--- src/crcg_pkg.sv ---
`default_nettype none

package crcg_pkg;
    // polynomial coefficient strings, leading x^N term dropped
    localparam logic [31:0] POLY_CRC8 = 32'h0000_0007;
    localparam logic [31:0] POLY_CRC10 = 32'h0000_0233;
    localparam logic [31:0] POLY_CAN = 32'h0000_4599;
    localparam logic [31:0] POLY_CRC16 = 32'h0000_1005;
    localparam logic [31:0] POLY_CRC16INV = 32'h0000_4003;
    localparam logic [31:0] POLY_X25 = 32'h0000_1021;
    localparam logic [31:0] POLY_CRC32 = 32'h04C1_1DB7;
    localparam int MAX_ORDER = 32;
    localparam int MAX_DATA_W = 32;
    localparam int FIFO_DEPTH = 32;
    localparam int SYNC_STAGES = 2;

    typedef enum logic [0:0] {
        MODE_PARALLEL = 1'b0,
        MODE_SERIAL = 1'b1
    } crcg_mode_t;
endpackage

`default_nettype wire

--- src/crcg_fifo.sv ---
`timescale 1ns/1ps
`default_nettype none

module crcg_fifo #(
    parameter int WIDTH = 32,
    parameter int DEPTH = 32
) (
    // clock and reset
    input wire logic clk,
    input wire logic async_reset_n,
    // fill side
    input wire logic inValid,
    output logic inReady,
    input wire logic [WIDTH-1:0] inData,
    // drain side
    output logic outValid,
    input wire logic outReady,
    output logic [WIDTH-1:0] outData
);
    localparam int AW = $clog2(DEPTH);

    logic [WIDTH-1:0] mem [DEPTH];
    logic [AW-1:0] wrPtr_q;
    logic [AW-1:0] rdPtr_q;
    logic [AW:0] count_q;
    logic [AW:0] countNext;
    wire push = inValid && inReady;
    wire pop = outValid && outReady;

    // flags come from the next count so both handshake outputs leave a flop
    assign countNext = count_q + (AW+1)'(push) - (AW+1)'(pop);
    assign outData = mem[rdPtr_q];

    always_ff @(posedge clk) begin
        if (push) begin
            mem[wrPtr_q] <= inData;
        end
    end

    always_ff @(posedge clk or negedge async_reset_n) begin
        if (!async_reset_n) begin
            wrPtr_q <= '0;
            rdPtr_q <= '0;
            count_q <= '0;
            // empty in reset; a push before release writes mem[0] but is not counted
            inReady <= 1'b1;
            outValid <= 1'b0;
        end else begin
            if (push) begin
                wrPtr_q <= (wrPtr_q == AW'(DEPTH - 1)) ? '0 : wrPtr_q + 1'b1;
            end
            if (pop) begin
                rdPtr_q <= (rdPtr_q == AW'(DEPTH - 1)) ? '0 : rdPtr_q + 1'b1;
            end
            count_q <= countNext;
            inReady <= (countNext != (AW+1)'(DEPTH));
            outValid <= (countNext != '0);
        end
    end
endmodule // crcg_fifo

`default_nettype wire

--- src/crcg_core.sv ---
`timescale 1ns/1ps
`default_nettype none

module crcg_core #(
    parameter int CRC_W = 16,
    parameter int DATA_W = 8,
    parameter logic [31:0] POLY = crcg_pkg::POLY_X25,
    parameter logic [31:0] INIT = 32'h0000_0000,
    parameter crcg_pkg::crcg_mode_t MODE = crcg_pkg::MODE_PARALLEL,
    parameter int DEPTH = crcg_pkg::FIFO_DEPTH
) (
    // clock and reset
    input wire logic core_clk,
    input wire logic arst_n,
    // control
    input wire logic sync_init_n,
    input wire logic load,
    // data words from upstream, buffered
    input wire logic dataValid,
    output logic dataReady,
    input wire logic [DATA_W-1:0] dataIn,
    // result
    output logic [CRC_W-1:0] crcOut,
    output logic crcSerOut,
    output logic busy
);
    ////////////////////////////////////////////////////////////////////////
    // reset release and pin synchronisers

    logic [crcg_pkg::SYNC_STAGES-1:0] rstSync_q;
    logic async_reset_n;
    logic initMeta_q, initSync_q, loadMeta_q, loadSync_q;

    always_ff @(posedge core_clk or negedge arst_n) begin
        if (!arst_n) begin
            rstSync_q <= '0;
        end else begin
            rstSync_q <= {rstSync_q[crcg_pkg::SYNC_STAGES-2:0], 1'b1};
        end
    end
    assign async_reset_n = rstSync_q[crcg_pkg::SYNC_STAGES-1];

    // control pins come from outside; sampled twice before use
    always_ff @(posedge core_clk or negedge async_reset_n) begin
        if (!async_reset_n) begin
            initMeta_q <= 1'b1;
            initSync_q <= 1'b1;
            loadMeta_q <= 1'b0;
            loadSync_q <= 1'b0;
        end else begin
            initMeta_q <= sync_init_n;
            initSync_q <= initMeta_q;
            loadMeta_q <= load;
            loadSync_q <= loadMeta_q;
        end
    end

    ////////////////////////////////////////////////////////////////////////
    // input buffer; it stalls while load is low so words wait, not vanish

    logic fifoValid;
    logic [DATA_W-1:0] fifoData;
    wire take = fifoValid && loadSync_q && initSync_q;

    crcg_fifo #(.WIDTH(DATA_W), .DEPTH(DEPTH)) i_crcg_fifo (
        .clk(core_clk),
        .async_reset_n(async_reset_n),
        .inValid(dataValid),
        .inReady(dataReady),
        .inData(dataIn),
        .outValid(fifoValid),
        .outReady(take),
        .outData(fifoData)
    );

    ////////////////////////////////////////////////////////////////////////
    // CRC arithmetic

    // one bit of polynomial division, MSB-first frame order
    function automatic logic [CRC_W-1:0] crcStep(input logic [CRC_W-1:0] c, input logic d);
        logic fb;
        fb = c[CRC_W-1] ^ d;
        return {c[CRC_W-2:0], 1'b0} ^ (fb ? POLY[CRC_W-1:0] : '0);
    endfunction

    // word step unrolls the bit step; MSB of the word enters first
    function automatic logic [CRC_W-1:0] crcWord(input logic [CRC_W-1:0] c,
                                                 input logic [DATA_W-1:0] d);
        logic [CRC_W-1:0] r;
        r = c;
        for (int i = DATA_W - 1; i >= 0; i--) begin
            r = crcStep(r, d[i]);
        end
        return r;
    endfunction

    logic [CRC_W-1:0] crc_q, crc_d;
    logic [CRC_W-1:0] shift_q;
    logic shiftArmed_q;
    logic [CRC_W-1:0] crcNext;

    // pure combinational path from input and register to register
    assign crcNext = (MODE == crcg_pkg::MODE_SERIAL)
        ? crcStep(crc_q, fifoData[0])
        : crcWord(crc_q, fifoData);

    always_comb begin
        crc_d = crc_q;
        if (!initSync_q) begin
            crc_d = INIT[CRC_W-1:0];
        end else if (take) begin
            crc_d = crcNext;
        end
    end

    // every register here runs on core_clk only
    always_ff @(posedge core_clk or negedge async_reset_n) begin
        if (!async_reset_n) begin
            crc_q <= INIT[CRC_W-1:0];
        end else begin
            crc_q <= crc_d;
        end
    end

    ////////////////////////////////////////////////////////////////////////
    // serial shift-out copy, MSB first; data waits in the buffer while shifting

    wire startShift = (MODE == crcg_pkg::MODE_SERIAL) && !loadSync_q && !shiftArmed_q;

    always_ff @(posedge core_clk or negedge async_reset_n) begin
        if (!async_reset_n) begin
            shift_q <= INIT[CRC_W-1:0];
            shiftArmed_q <= 1'b0;
        end else if (!initSync_q) begin
            shift_q <= INIT[CRC_W-1:0];
            shiftArmed_q <= 1'b0;
        end else if (loadSync_q) begin
            shiftArmed_q <= 1'b0;
        end else if (startShift) begin
            shift_q <= {crc_q[CRC_W-2:0], 1'b0};
            shiftArmed_q <= 1'b1;
        end else begin
            shift_q <= {shift_q[CRC_W-2:0], 1'b0};
        end
    end

    ////////////////////////////////////////////////////////////////////////
    // outputs, all registered

    always_ff @(posedge core_clk or negedge async_reset_n) begin
        if (!async_reset_n) begin
            crcOut <= INIT[CRC_W-1:0];
            crcSerOut <= INIT[CRC_W-1];
            busy <= 1'b0;
        end else begin
            crcOut <= crc_d;
            busy <= fifoValid;
            if (startShift) begin
                crcSerOut <= crc_q[CRC_W-1];
            end else if (shiftArmed_q && !loadSync_q) begin
                crcSerOut <= shift_q[CRC_W-1];
            end else begin
                crcSerOut <= crc_d[CRC_W-1];
            end
        end
    end

endmodule // crcg_core

`default_nettype wire

--- config.mk ---
export PLATFORM = sky130hd
export DESIGN_NAME = crcg_core
export DESIGN_NICKNAME = d
export VERILOG_FILES = /design/src/crcg_pkg.sv /design/src/crcg_fifo.sv /design/src/crcg_core.sv
export SDC_FILE = /design/constraint.sdc
export NUM_CORES = 1
export LEC_CHECK = 0
export BUFFER_PORTS_ARGS = -buffer_cell sky130_fd_sc_hd__buf_4
export CAP_MARGIN = 30
export CORE_ASPECT_RATIO = 1.25
export CORE_UTILIZATION = 45
export DETAILED_ROUTE_END_ITERATION = 10
export GPL_TIMING_DRIVEN = 0
export PLACE_DENSITY = 0.62
export REMOVE_ABC_BUFFERS = 1
export SLEW_MARGIN = 20
export SYNTH_ARGS = -nofsm -noshare
export SYNTH_HDL_FRONTEND = slang
export SYNTH_SLANG_ARGS = --single-unit
--- constraint.sdc ---
create_clock -name core_clk -period 2.12 [get_ports core_clk]
set_clock_uncertainty 0.1 [all_clocks]
set_input_delay 0.424 -clock core_clk [delete_from_list [all_inputs] [get_ports core_clk]]
set_output_delay 0.424 -clock core_clk [all_outputs]
set_load 0.01 [all_outputs]
==> flow_metrics.env <==
export IMPL_synth_top_family_by_area="multiplexers"
export IMPL_synth_edf_count=256
export IMPL_fin_crit_sh_pct=148
export IMPL_violations="setup timing"
export IMPL_antenna_found_initial=0
export IMPL_synth_area_leaders="edfxtp_1 64%, mux4_2 12%, dfrtp_1 7.9%, mux2i_1 2.3%, ha_1 1.4%"
export IMPL_leakage_uw=0.00497
export IMPL_finalHoldViolations=0
export IMPL_drt_initial_drc_count=358
export IMPL_clkPwrFrac_pct=24.7
export IMPL_power_density_nw_per_um2=1410
export IMPL_num_rows=66
export IMPL_cp_max_fo=8
export IMPL_synth_flop_cell="edfxtp_1"
export IMPL_final_cell_count_no_fill=1081
export IMPL_drc=0
export IMPL_crit_required_ns=2.49
export IMPL_die_area_um2=27300
export IMPL_viasPerCell=5.60
export IMPL_tritoncts="yes"
export IMPL_placed_cell_area_um2=12600
export IMPL_drive_above_1_share_pct=38.2
export IMPL_synth_xor_area_share_pct=2.41
export IMPL_cts_buffers=30
export IMPL_synth_compound_area_share_pct=2.84
export IMPL_post_place_cells=980
export IMPL_slew_headroom_pct=45.9
export IMPL_synth_seq_cells=297
export IMPL_yosysSeqAreaShare_pct=72.7
export IMPL_grt_pass1_vias=6478
export IMPL_internal_power_uw=13900
export IMPL_firstDrtPassIters=4
export IMPL_outcome="finished, violations left"
export IMPL_drv_cap=0
export IMPL_io_pin_count=32
export IMPL_die_y_um=185
export IMPL_overflow=0
export IMPL_place_ws_ns=-1.95
export IMPL_clock_sinks=297
export IMPL_nNetsFinal=744
export IMPL_synth_top_area_cell="edfxtp_1"
export IMPL_rsz0062_at_grt="yes"
export IMPL_critical_path_class="flip-flop to flip-flop"
export IMPL_gp_congestion=0.798
export IMPL_hold_class="flip-flop to asynchronous set/reset pin"
export IMPL_htree_levels=1
export IMPL_synth_most_common_cell="edfxtp_1"
export IMPL_crit_path_end_kind="flip-flop"
export IMPL_synth_top_cell_area_share_pct=64.1
export IMPL_clk_pin_slew_worst_paths_ns=0.06
export IMPL_combPwrFrac_pct=38.3
export IMPL_syn_inst=632
export IMPL_finalCriticalPeriod_ns=3.13
export IMPL_synth_mux_area_share_pct=15.4
export IMPL_start_kind="flip-flop"
export IMPL_synthSimpleGateAreaFrac_pct=3.34
export IMPL_final_cell_area_um2=14600
export IMPL_synth_area_um2=12000
export IMPL_root_buffer="clkbuf_16"
export IMPL_vias=6057
export IMPL_grt_total_usage_pct=19.8
export IMPL_drt_total_wl_mm=26.0
export IMPL_start_util_pct=46.0
export IMPL_switching_share_pct=32.6
export IMPL_clk_latency_ns=0.55
export IMPL_setup_viol=23
export IMPL_switchingPower_uw=6730
export IMPL_fin_ws_ns=-1.01
export IMPL_core_um2=26100
export IMPL_grt_max_degree=33
export IMPL_syn2layout_area_growth_pct=21.9
export IMPL_r2r_slack_ns=-1.01
export IMPL_ant_nets=0
export IMPL_drt_wirelength_per_cell_um=24.0
export IMPL_ys_warn_count=0
export IMPL_hpwl_mm=15.1
export IMPL_grt_first_pass_wirelength_mm=39.3
export IMPL_slew_viol_final=0
export IMPL_power_frac_seq_pct=37.0
export IMPL_synth_common_cells="256 x edfxtp_1, 65 x mux4_2, 40 x nor2_1, 38 x dfrtp_1, 34 x nand2_1"
export IMPL_synthArstFlopShare_pct=13.8
export IMPL_synth_distinct_cells=48
export IMPL_crit_arrival_ns=3.50
export IMPL_die_x_um=148
export IMPL_tightest_slew_ns=0.812
export IMPL_synth_avg_cell_area_um2=19.0
export IMPL_numPortBuffers=31
export IMPL_fmax_mhz=320
export IMPL_synth_fa_ha_area_share_pct=1.52
export IMPL_diodes=0
export IMPL_clk_path_buf_depth=3
export IMPL_ir_worst_vdd_v=0.000749
repair_timing:
| action | 4_1_cts | 5_1_grt |
|---|---|---|
| endpoints found under the setup margin | 282 | 218 |
| pin swaps | 34 | 21 |
| buffers inserted | 34 | 7 |
| hold buffers | 3 | 0 |
| gates cloned | 3 | 1 |
| hold endpoints to repair | 4 | 0 |
| resized for setup | 112 | 27 |
final timing paths:
kind / cells past startpoint / to / start
worst max-delay path: 10 / crcOut[5]$_DFFE_PN0P_ / i_crcg_fifo.rdPtr_q[0]$_DFFE_PN0P_
worst max register to register: 10 / crcOut[5]$_DFFE_PN0P_ / i_crcg_fifo.rdPtr_q[0]$_DFFE_PN0P_
min in group core_clk: 4 / i_crcg_fifo.wrPtr_q[4]$_DFFE_PN0N_ / dataValid
max in group asynchronous: 1 / i_crcg_fifo.inReady$_DFF_PN1_ / rstSync_q[1]$_DFF_PN0_
worst min-delay path: 0 / i_crcg_fifo.count_q[3]$_DFF_PN0_ / rstSync_q[1]$_DFF_PN0_
worst min register to register: 0 / i_crcg_fifo.count_q[3]$_DFF_PN0_ / rstSync_q[1]$_DFF_PN0_
metrics by stage:
step                TNS [ns]  hold WS (ns)  power [uW]  utilization, %
global placement     -167.72         0.106       13400            47.9
CTS                   -14.80        0.0671       20300            55.5
finish                -14.98        0.0619       20700            56.0
global route          -17.19        0.0813       21600            56.0
floorplan             -54.73        0.0284       11900               -
detailed placement   -120.07        0.0613       13700            48.3
metal layers:
layer | up-vias | GRT usage [%] | routed length, um
met5 | - | 0 | 0
met4 | 0 | 7.71 | 794
met3 | 48 | 2.55 | 1130
met2 | 155 | 34.4 | 13500
met1 | 3182 | 25.2 | 10500
li1 | 2672 | - | -
kinds of logic (layout without fill, tap and decap cells):
| logic type | after synthesis | in the layout |
|---|---|---|
| AND/OR/NAND/NOR | 93 | 93 |
| XOR/XNOR | 28 | 28 |
| flip-flops | 297 | 297 |
| other | 1 | 1 |
| adder cells (fa/ha/maj) | 14 | 14 |
| multiplexers | 102 | 102 |
| AO/OA/AOI/OAI | 53 | 53 |
| buffers and inverters | 44 | 153 |
final cells by class:
| cell class | count | area [um^2] |
|---|---|---|
| Inverter | 16 | 72.6 |
| Fill cell | 1973 | 11500 |
| Timing Repair Buffer | 81 | 882 |
| Clock buffer | 33 | 783 |
| Clock inverter | 23 | 181 |
| Tap cell | 340 | 425 |
| Multi-Input combinational cell | 291 | 3540 |
| Sequential cell | 297 | 8730 |
cell usage in the layout (no fill, tap or decap), drive strengths merged, types with 3 or more instances in the layout:
cell type    instances
nand2               34
dlygate4sd3          3
xor2                11
buf                 76
mux2                10
o22ai                4
o221ai               4
clkbuf              34
nand3                4
a21oi                5
a221oi               3
dfrtp               38
edfxtp             256
nand3b               4
mux4                65
inv                 14
dfstp                3
mux2i               27
clkinv              22
a22o                 3
ha                  13
bufinv               3
o21ai               25
xnor2               16
nor2                40
critical path, cell delays in order (launching register included):
cell	delay, ns
dfrtp_4	0.46
buf_16	0.16
buf_16	0.15
mux4_2	0.56
mux2i_1	0.15
mux2i_1	0.10
o32ai_2	0.47
xor2_2	0.21
xnor3_2	0.33
xor2_1	0.17
o21ai_1	0.15
registers in the layout, summed over array words and instances, names as in the netlist, 2 cells and up:
register	cells
i_crcg_fifo.count_q	6
crcOut	16
rstSync_q	2
i_crcg_fifo.wrPtr_q	5
i_crcg_fifo.rdPtr_q	5
i_crcg_fifo.mem	256
power groups by stage:
stage                     combinational [uW]  clock, uW  sequential [uW]
final                                   7920       5110             7640
after global routing                    8460       5430             7720
after global placement                  5350          0             8060
after CTS                               7500       5210             7630
after detailed placement                5880          0             7820
after floorplan                         4090          0             7800
(Power assumes the default switching activity.)
